===== src/common/sft_pkg.sv =====
// Constants, types and helpers shared by the serial frame transmitter
package sft_pkg;

  // ********************************
  // Register map
  // ********************************
  localparam int ADDR_W = 3;
  localparam int DATA_W = 8;
  localparam logic [2:0] REG_DATA = 3'h0;
  localparam logic [2:0] REG_STATUS = 3'h1;
  localparam logic [2:0] REG_CTRL = 3'h2;
  localparam logic [2:0] REG_FORMAT = 3'h3;
  localparam logic [2:0] REG_BAUD_LO = 3'h4;
  localparam logic [2:0] REG_BAUD_HI = 3'h5;

  // Status fields
  localparam int ST_EMPTY_BIT = 0;
  localparam int ST_TXC_BIT = 1;
  localparam int ST_FE_BIT = 2;

  // Control fields
  localparam int CT_TXEN_BIT = 0;
  localparam int CT_NINTH_BIT = 1;
  localparam int CT_DOUBLE_BIT = 2;
  localparam int CT_SYNC_BIT = 3;
  localparam int CT_MASTER_BIT = 4;
  localparam int CTRL_W = 5;

  // Format fields
  localparam int FM_SIZE_LSB = 0;
  localparam int FM_PAR_LSB = 4;
  localparam int FM_STOP_BIT = 6;
  localparam int FMT_W = 7;

  // Reset values
  localparam logic [CTRL_W-1:0] CTRL_RESET = 5'h00;
  localparam logic [FMT_W-1:0] FMT_RESET = 7'h03;
  localparam logic [11:0] BAUD_RESET = 12'h000;

  // ********************************
  // Format encodings
  // ********************************
  localparam logic [2:0] SIZE_5 = 3'h0;
  localparam logic [2:0] SIZE_9 = 3'h7;
  localparam logic [1:0] PAR_EVEN = 2'h2;
  localparam logic [1:0] PAR_ODD = 2'h3;
  localparam int FRAME_MAX = 13;

  // ********************************
  // Bit rate dividers
  // ********************************
  localparam int DIV_NORMAL = 16;
  localparam int DIV_DOUBLE = 8;
  localparam int DIV_SYNC = 2;
  localparam logic [3:0] LAST_NORMAL = 4'(DIV_NORMAL - 1);
  localparam logic [3:0] LAST_DOUBLE = 4'(DIV_DOUBLE - 1);
  localparam logic [3:0] MID_NORMAL = 4'(DIV_NORMAL / 2);
  localparam logic [3:0] MID_DOUBLE = 4'(DIV_DOUBLE / 2);

  typedef enum logic {ST_IDLE, ST_SHIFT} sft_state_type;

  // Number of data bits for a size code
  function automatic logic [3:0] data_bits(input logic [2:0] size);
    if (size == SIZE_9) begin
      return 4'h9;
    end
    return 4'h5 + {2'h0, size[1:0]};
  endfunction

  // Index of the first stop bit in a frame
  function automatic logic [3:0] first_stop(input logic [FMT_W-1:0] fmt);
    return 4'h1 + data_bits(fmt[FM_SIZE_LSB +: 3]) + {3'h0, fmt[FM_PAR_LSB+1]};
  endfunction

endpackage


===== src/hdl/sft_baud.sv =====
// Baud rate down-counter that emits one tick every divisor plus one clocks
`timescale 1ns/1ps
module sft_baud
  import sft_pkg::*;
(
  // Clock and reset
  input wire logic clk,
  input wire logic arst_n,
  // Control
  input wire logic [11:0] divisor,
  input wire logic reload,
  // Tick
  output logic tick
);

  logic [11:0] cnt_r;
  logic [11:0] cnt_nxt;
  logic [12:0] gap_r;
  logic [12:0] gap_nxt;

  always_comb begin
    cnt_nxt = cnt_r - 12'h001;
    if (reload || cnt_r == 12'h000) begin
      cnt_nxt = divisor;
    end
  end

  assign tick = (cnt_r == 12'h000);

  always_ff @(posedge clk or negedge arst_n) begin
    if (!arst_n) begin
      cnt_r <= 12'h000;
    end else begin
      cnt_r <= cnt_nxt;
    end
  end

  // ********************************
  // Checks
  // ********************************
  always_comb begin
    gap_nxt = gap_r + 13'h0001;
    if (tick || reload) begin
      gap_nxt = 13'h0000;
    end
  end

  always_ff @(posedge clk or negedge arst_n) begin
    if (!arst_n) begin
      gap_r <= 13'h1FFF;
    end else begin
      gap_r <= gap_nxt;
    end
  end
endmodule


===== src/hdl/sft_tx.sv =====
// Serial frame transmitter with register port, pin takeover and stop bit check
`timescale 1ns/1ps
module sft_tx
  import sft_pkg::*;
(
  // Clock and reset
  input wire logic CLOCK,
  input wire logic ARST_N,
  // Register port
  input wire logic [ADDR_W-1:0] ADDR,
  input wire logic [DATA_W-1:0] WDATA,
  input wire logic WR,
  input wire logic RD,
  output logic [DATA_W-1:0] RDATA,
  // Complete flag clear from interrupt entry
  input wire logic TXC_ACK,
  // Ordinary port control of the serial pin
  input wire logic PORT_O,
  input wire logic PORT_OE,
  // Serial output pin
  input wire logic SER_I,
  output logic SER_O,
  output logic SER_OE,
  // Transfer clock pin
  input wire logic XCK_I,
  output logic XCK_O,
  output logic XCK_OE
);

  // ********************************
  // Declarations
  // ********************************
  logic [8:0] buf_r, buf_nxt;
  logic empty_r, empty_nxt;
  logic txc_r, txc_nxt;
  logic fe_r, fe_nxt;
  logic [CTRL_W-1:0] ctrl_r, ctrl_nxt;
  logic [FMT_W-1:0] fmt_r, fmt_nxt;
  logic [11:0] baud_r, baud_nxt;
  logic [DATA_W-1:0] rdata_r, rdata_nxt;
  sft_state_type state_r, state_nxt;
  logic [FRAME_MAX-1:0] shift_r, shift_nxt;
  logic [3:0] pos_r, pos_nxt;
  logic [3:0] presc_r, presc_nxt;
  logic xck_r, xck_nxt;
  logic ser_r, ser_nxt;
  logic take_r, take_nxt;
  logic xck_s1, xck_s2, xck_s3;
  logic in_s1, in_s2;
  logic baud_tick, bit_tick, sample, load, frame_end, data_wr;
  logic tx_en, sync_mode, master;
  logic [3:0] presc_last, presc_mid, nbits, stop_pos, frame_last;

  // Frame vector, bit 0 is the start bit
  function automatic logic [FRAME_MAX-1:0] build_frame(input logic [8:0] d,
                                                       input logic [FMT_W-1:0] fmt);
    logic [FRAME_MAX-1:0] v;
    logic [3:0] n;
    logic par;
    v = '1;
    n = data_bits(fmt[FM_SIZE_LSB +: 3]);
    par = fmt[FM_PAR_LSB] & fmt[FM_PAR_LSB+1];
    v[0] = 1'b0;
    for (int i = 0; i < 9; i++) begin
      if (4'(i) < n) begin
        v[1+i] = d[i];
        par = par ^ d[i];
      end
    end
    if (fmt[FM_PAR_LSB+1]) begin
      v[4'h1 + n] = par;
    end
    return v;
  endfunction

  assign data_wr = WR && ADDR == REG_DATA;
  assign tx_en = ctrl_r[CT_TXEN_BIT];
  assign sync_mode = ctrl_r[CT_SYNC_BIT];
  assign master = ctrl_r[CT_MASTER_BIT];

  // ********************************
  // Bit timing
  // ********************************
  sft_baud u_baud (
    .clk(CLOCK),
    .arst_n(ARST_N),
    .divisor(baud_nxt),
    .reload(WR && ADDR == REG_BAUD_LO),
    .tick(baud_tick)
  );

  always_comb begin
    presc_last = ctrl_r[CT_DOUBLE_BIT] ? LAST_DOUBLE : LAST_NORMAL;
    presc_mid = ctrl_r[CT_DOUBLE_BIT] ? MID_DOUBLE : MID_NORMAL;
    if (!sync_mode) begin
      bit_tick = baud_tick && presc_r == presc_last;
      sample = baud_tick && presc_r == presc_mid;
    end else if (master) begin
      bit_tick = baud_tick && !xck_r;
      sample = baud_tick && xck_r;
    end else begin
      bit_tick = xck_s2 && !xck_s3;
      sample = !xck_s2 && xck_s3;
    end
  end

  always_comb begin
    presc_nxt = presc_r;
    xck_nxt = xck_r;
    if (load && state_r == ST_IDLE) begin
      presc_nxt = 4'h0;
    end else if (baud_tick) begin
      presc_nxt = (presc_r == presc_last) ? 4'h0 : presc_r + 4'h1;
    end
    if (!(sync_mode && master)) begin
      xck_nxt = 1'b0;
    end else if (baud_tick) begin
      xck_nxt = !xck_r;
    end
  end

  always_ff @(posedge CLOCK or negedge ARST_N) begin
    if (!ARST_N) begin
      presc_r <= 4'h0;
      xck_r <= 1'b0;
      xck_s1 <= 1'b0;
      xck_s2 <= 1'b0;
      xck_s3 <= 1'b0;
      in_s1 <= 1'b1;
      in_s2 <= 1'b1;
    end else begin
      presc_r <= presc_nxt;
      xck_r <= xck_nxt;
      xck_s1 <= XCK_I;
      xck_s2 <= xck_s1;
      xck_s3 <= xck_s2;
      in_s1 <= SER_I;
      in_s2 <= in_s1;
    end
  end

  // ********************************
  // Frame shifter
  // ********************************
  always_comb begin
    nbits = data_bits(fmt_r[FM_SIZE_LSB +: 3]);
    stop_pos = first_stop(fmt_r);
    frame_last = stop_pos + {3'h0, fmt_r[FM_STOP_BIT]};
    frame_end = state_r == ST_SHIFT && bit_tick && pos_r == frame_last;
    // Synchronous frames open on a transfer clock edge
    load = !empty_r && ((state_r == ST_IDLE && tx_en && (!sync_mode || bit_tick))
      || frame_end);
  end

  always_comb begin
    state_nxt = state_r;
    shift_nxt = shift_r;
    pos_nxt = pos_r;
    case (state_r)
      ST_IDLE: begin
        if (load) begin
          state_nxt = ST_SHIFT;
          shift_nxt = build_frame(buf_r, fmt_r);
          pos_nxt = 4'h0;
        end
      end
      ST_SHIFT: begin
        if (load) begin
          shift_nxt = build_frame(buf_r, fmt_r);
          pos_nxt = 4'h0;
        end else if (frame_end) begin
          state_nxt = ST_IDLE;
        end else if (bit_tick) begin
          shift_nxt = {1'b1, shift_r[FRAME_MAX-1:1]};
          pos_nxt = pos_r + 4'h1;
        end
      end
      default: begin
        state_nxt = ST_IDLE;
      end
    endcase
  end

  always_comb begin
    take_nxt = tx_en || state_nxt == ST_SHIFT;
    ser_nxt = PORT_O;
    if (take_nxt) begin
      ser_nxt = (state_nxt == ST_SHIFT) ? shift_nxt[0] : 1'b1;
    end
  end

  always_ff @(posedge CLOCK or negedge ARST_N) begin
    if (!ARST_N) begin
      state_r <= ST_IDLE;
      shift_r <= '1;
      pos_r <= 4'h0;
      ser_r <= 1'b1;
      take_r <= 1'b0;
    end else begin
      state_r <= state_nxt;
      shift_r <= shift_nxt;
      pos_r <= pos_nxt;
      ser_r <= ser_nxt;
      take_r <= take_nxt;
    end
  end

  assign SER_O = ser_r;
  assign SER_OE = take_r || PORT_OE;
  assign XCK_O = xck_r;
  assign XCK_OE = tx_en && sync_mode && master;

  // ********************************
  // Registers and flags
  // ********************************
  always_comb begin
    buf_nxt = buf_r;
    empty_nxt = empty_r;
    txc_nxt = txc_r;
    fe_nxt = fe_r;
    ctrl_nxt = ctrl_r;
    fmt_nxt = fmt_r;
    baud_nxt = baud_r;
    rdata_nxt = '0;
    if (load) begin
      empty_nxt = 1'b1;
    end
    if (data_wr) begin
      buf_nxt = {ctrl_r[CT_NINTH_BIT], WDATA};
      empty_nxt = 1'b0;
    end
    if (WR && ADDR == REG_STATUS) begin
      txc_nxt = txc_r && !WDATA[ST_TXC_BIT];
      fe_nxt = fe_r && !WDATA[ST_FE_BIT];
    end
    if (TXC_ACK) begin
      txc_nxt = 1'b0;
    end
    if (frame_end && empty_r) begin
      txc_nxt = 1'b1;
    end
    if (state_r == ST_SHIFT && sample && pos_r == stop_pos && !in_s2) begin
      fe_nxt = 1'b1;
    end
    if (WR && ADDR == REG_CTRL) begin
      ctrl_nxt = WDATA[CTRL_W-1:0];
    end
    if (WR && ADDR == REG_FORMAT) begin
      fmt_nxt = WDATA[FMT_W-1:0];
    end
    if (WR && ADDR == REG_BAUD_LO) begin
      baud_nxt[7:0] = WDATA;
    end
    if (WR && ADDR == REG_BAUD_HI) begin
      baud_nxt[11:8] = WDATA[3:0];
    end
    if (RD) begin
      case (ADDR)
        REG_DATA: rdata_nxt = buf_r[7:0];
        REG_STATUS: rdata_nxt = {5'h00, fe_r, txc_r, empty_r};
        REG_CTRL: rdata_nxt = {3'h0, ctrl_r};
        REG_FORMAT: rdata_nxt = {1'b0, fmt_r};
        REG_BAUD_LO: rdata_nxt = baud_r[7:0];
        REG_BAUD_HI: rdata_nxt = {4'h0, baud_r[11:8]};
        default: rdata_nxt = '0;
      endcase
    end
  end

  always_ff @(posedge CLOCK or negedge ARST_N) begin
    if (!ARST_N) begin
      buf_r <= 9'h000;
      empty_r <= 1'b1;
      txc_r <= 1'b0;
      fe_r <= 1'b0;
      ctrl_r <= CTRL_RESET;
      fmt_r <= FMT_RESET;
      baud_r <= BAUD_RESET;
      rdata_r <= '0;
    end else begin
      buf_r <= buf_nxt;
      empty_r <= empty_nxt;
      txc_r <= txc_nxt;
      fe_r <= fe_nxt;
      ctrl_r <= ctrl_nxt;
      fmt_r <= fmt_nxt;
      baud_r <= baud_nxt;
      rdata_r <= rdata_nxt;
    end
  end

  assign RDATA = rdata_r;
endmodule


===== config.mk =====
export PLATFORM = sky130hd
export DESIGN_NAME = sft_tx
export DESIGN_NICKNAME = d
export VERILOG_FILES = /design/src/common/sft_pkg.sv /design/src/hdl/sft_baud.sv /design/src/hdl/sft_tx.sv
export SDC_FILE = /design/constraint.sdc
export NUM_CORES = 1
export LEC_CHECK = 0
export BUFFER_PORTS_ARGS = -buffer_cell sky130_fd_sc_hd__buf_2
export CORE_MARGIN = 4
export CORE_UTILIZATION = 55
export DETAILED_ROUTE_END_ITERATION = 10
export GPL_ROUTABILITY_DRIVEN = 0
export PLACE_DENSITY = 0.74
export SYNTH_ARGS = -nofsm -noshare
export SYNTH_HDL_FRONTEND = slang
export SYNTH_SLANG_ARGS = --single-unit

===== constraint.sdc =====
create_clock -name CLOCK -period 4.05 [get_ports CLOCK]
set_input_delay 1.0125 -clock CLOCK [delete_from_list [all_inputs] [get_ports CLOCK]]
set_output_delay 1.0125 -clock CLOCK [all_outputs]
set_load 0.1 [all_outputs]

==> impl_metrics.py <==
metrics = {
    "route": {
        "vias": 3598,
        "ant_nets": 0,
        "routed_via_density": 6.10,
        "drc_errors": 0,
        "wl_per_cell_um": 18.1,
        "dr.pass1.iters": 4,
        "drt_iter0_drc": 205,
        "wirelength_mm": 10.7,
    },
    "place": {
        "placedCellCount": 574,
        "port_buffers": 31,
        "dpl_cell_area_mm2": 0.00498,
        "hpwl_mm": 8.01,
    },
    "synthesis": {
        "ys_seq_area_frac": 0.458,
        "syn_area_mm2": 0.00476,
        "synth.distinct_cells": 66,
        "synth.area.mux_share": 0.126,
        "synth_fp_nets": 489,
        "synth-edff-count": 0,
        "synth_commonest_cells": "dfrtp_1 (67), mux2_2 (46), nand2_1 (39), inv_1 (29), nor2_1 (26)",
        "syn_inst": 453,
        "synth.most_common_cell": "dfrtp_1",
        "synth-xor-area-share": 0.0471,
        "synth_top_family_by_area": "simple AND/OR/NAND/NOR gates",
        "yosys.area_share.adder": 0.0437,
        "async_reset_ff_frac": 1.00,
        "yosysTopAreaCell": "dfrtp_1",
        "synth_top_cells_by_area": "dfrtp_1 (35%), mux2_2 (11%), dfstp_2 (10%)",
        "synthSimpleGateAreaFrac": 0.147,
        "synth_compound_area_frac": 0.137,
        "syn_avg_cell_area_um2": 10.5,
        "synth_top_flop_cell": "dfrtp_1",
        "yosysTopAreaCellShare": 0.353,
        "ys_ff_latch": 86,
        "yosysWarnings": 0,
    },
    "timing": {
        "relSlewSlack": 0.296,
        "finalSetupViolCount": 0,
        "max_freq_mhz": 284,
        "layout_min_cycle_time_ns": 3.52,
        "setup_tns_ns": 0,
        "hold_viol_final": 0,
        "drv_slew": 0,
        "rsz0062_at_grt": "false",
        "worst_slew_pin_slew_ns": 1.06,
        "fin_skew_ns": 0.0129,
        "finalCritPeriodShare": 0.869,
    },
    "floorplan": {
        "io_pins": 32,
        "initial_utilization": 0.573,
        "die_w_um": 101,
        "rows": 33,
        "fp.dieH_um": 101,
        "core_area_mm2": 0.00830,
        "die_area_mm2": 0.0102,
    },
    "worst_hold_path": {
        "hp-class": "reg -> reg",
        "hold_depth": 0,
    },
    "clock_tree": {
        "clk_pin_slew_worst_paths_ns": 0.09,
        "cts_tree": "yes",
        "cts_root_buffer": "clkbuf_8",
        "clockBufferDepth": 2,
        "htreeDepth": 3,
        "clk_latency_ns": 0.36,
        "cts-resized-gates": 0,
        "postCtsSetupBuffers": 0,
        "cts_hold_buf": 0,
        "clock-sinks": 86,
        "cts_buffers": 9,
    },
    "grt": {
        "grt_max_degree": 87,
        "grt_pass1_vias": 3576,
        "track_usage": 0.224,
        "antenna_found_initial": 0,
        "grt-ovfl-total": 0,
        "grt_pass1_wl_mm": 17.7,
    },
    "critical_path": {
        "arrival_ns": 3.81,
        "cp-end-kind": "flop",
        "critPathRequiredTime_ns": 4.34,
        "cp_max_fo": 9,
        "crit_type": "reg -> reg",
        "r2r_cells": 13,
        "timing.critical_path.from_type": "flop",
    },
    "layout": {
        "multiInputGateArea_mm2": 0.00238,
        "nFillCells": 679,
        "area_growth_pct": 8.39,
        "design_area_mm2": 0.00515,
        "register_area_mm2": 0.00218,
        "nNetsFinal": 516,
        "insertedDiodeCount": 0,
        "layout-drive-gt1-share": 0.272,
        "fin_cells": 590,
    },
    "power": {
        "power_mw": 2.97,
        "p_per_area_mw_per_mm2": 576,
        "max-vdd-ir-drop_mv": 0.364,
        "p_leak_nw": 2.19,
    },
    "outcome": {
        "status": "finished, final reports clean",
    },
    "job": {
        "drv_cap": 0,
    },
}
worst paths after layout:
path	slack, ns	startpoint	endpoint
max reg2reg	0.53	fmt_r[0]	shift_r[12]
min in group asynchronous	0.82	ARST_N	baud_r[5]
min reg2reg	0.35	xck_s1	xck_s2
max in group asynchronous	2.53	ARST_N	pos_r[3]
min	0.35	xck_s1	xck_s2
max	0.53	fmt_r[0]	shift_r[12]
report_power, final:
part	switching [mW]	internal, mW	total [mW]	leakage [nW]
combinational	0.586	0.459	1.05	1.09
clock	0.321	0.223	0.545	0.0816
sequential	0.249	1.13	1.38	1.02
state kept, by name, indices dropped and copies added, names as in the netlist:
name / count
fmt_r: 7
txc_r: 1
presc_r: 4
fe_r: 1
SER_O: 1
ctrl_r: 5
buf_r: 9
empty_r: 1
in_s1: 1
in_s2: 1
u_baud.cnt_r: 12
xck_s1: 1
xck_s3: 1
XCK_O: 1
state_r: 1
shift_r: 13
baud_r: 12
xck_s2: 1
pos_r: 4
RDATA: 8
take_r: 1
per-layer routing:
| metal | up-vias | part of all wire | wire length (um) | track usage |
|---|---|---|---|---|
| li1 | 1663 | - | - | - |
| met5 | - | 0 | 0 | 0 |
| met3 | 30 | 0.058 | 616 | 0.0588 |
| met4 | 0 | 0.026 | 278 | 0.0798 |
| met1 | 1787 | 0.42 | 4450 | 0.282 |
| met2 | 118 | 0.50 | 5350 | 0.374 |
placed cells by master (no fill, tap or decap), types with 4 or more instances in the layout:
cell,count
nor3b_1,4
nand3_1,11
a31oi_1,4
dfstp_2,19
mux2i_1,6
o21ai_0,18
clkbuf_8,9
mux2_2,46
xnor2_1,15
dfrtp_1,67
nand2b_1,9
o211ai_1,7
buf_4,4
or2_2,4
o22ai_1,4
a22oi_1,9
o21a_1,4
nor3_1,8
inv_1,29
buf_2,30
nand2_1,39
nand3b_1,4
xor2_1,8
nor2_1,26
nor2b_1,6
o311ai_0,5
ha_1,15
or3_1,8
a21oi_1,15
stage by stage:
step	setup slack (ns)	hold WS, ns	util
global route	0.259	0.362	0.621
detailed placement	0.564	0.335	0.600
CTS	0.544	0.355	0.621
global placement	0.742	0.334	0.600
floorplan	0.814	0.331	-
finish	0.530	0.353	0.621
cell type report:
cell class	instances	share of cell area
Sequential cell	86	0.422
Multi-Input combinational cell	320	0.463
Clock buffer	9	0.0240
Inverter	29	0.0211
Clock inverter	7	0.00971
Timing Repair Buffer	34	0.0350
Tap cell	105	0.0255
critical path: stages, from the launching register on:
cell and delay, ns:
dfstp_2 0.60, ha_1 0.16, a21bo_2 0.15, inv_1 0.07
ha_1 0.19, fa_1 0.54, inv_1 0.06, ha_1 0.20
xor2_1 0.23, nand2_1 0.11, o22a_1 0.32, o21ai_2 0.41
a21oi_4 0.13, or2_2 0.29
cells by family (layout without fill, tap and decap cells):
| logic type | count (synthesis) | after routing |
|---|---|---|
| flops | 86 | 86 |
| fa+ha+maj | 16 | 16 |
| compound gates | 91 | 91 |
| buf+inv | 47 | 79 |
| mux | 53 | 53 |
| simple gates | 136 | 136 |
| xor+xnor | 24 | 24 |
Power figures use the tool's default switching activity.
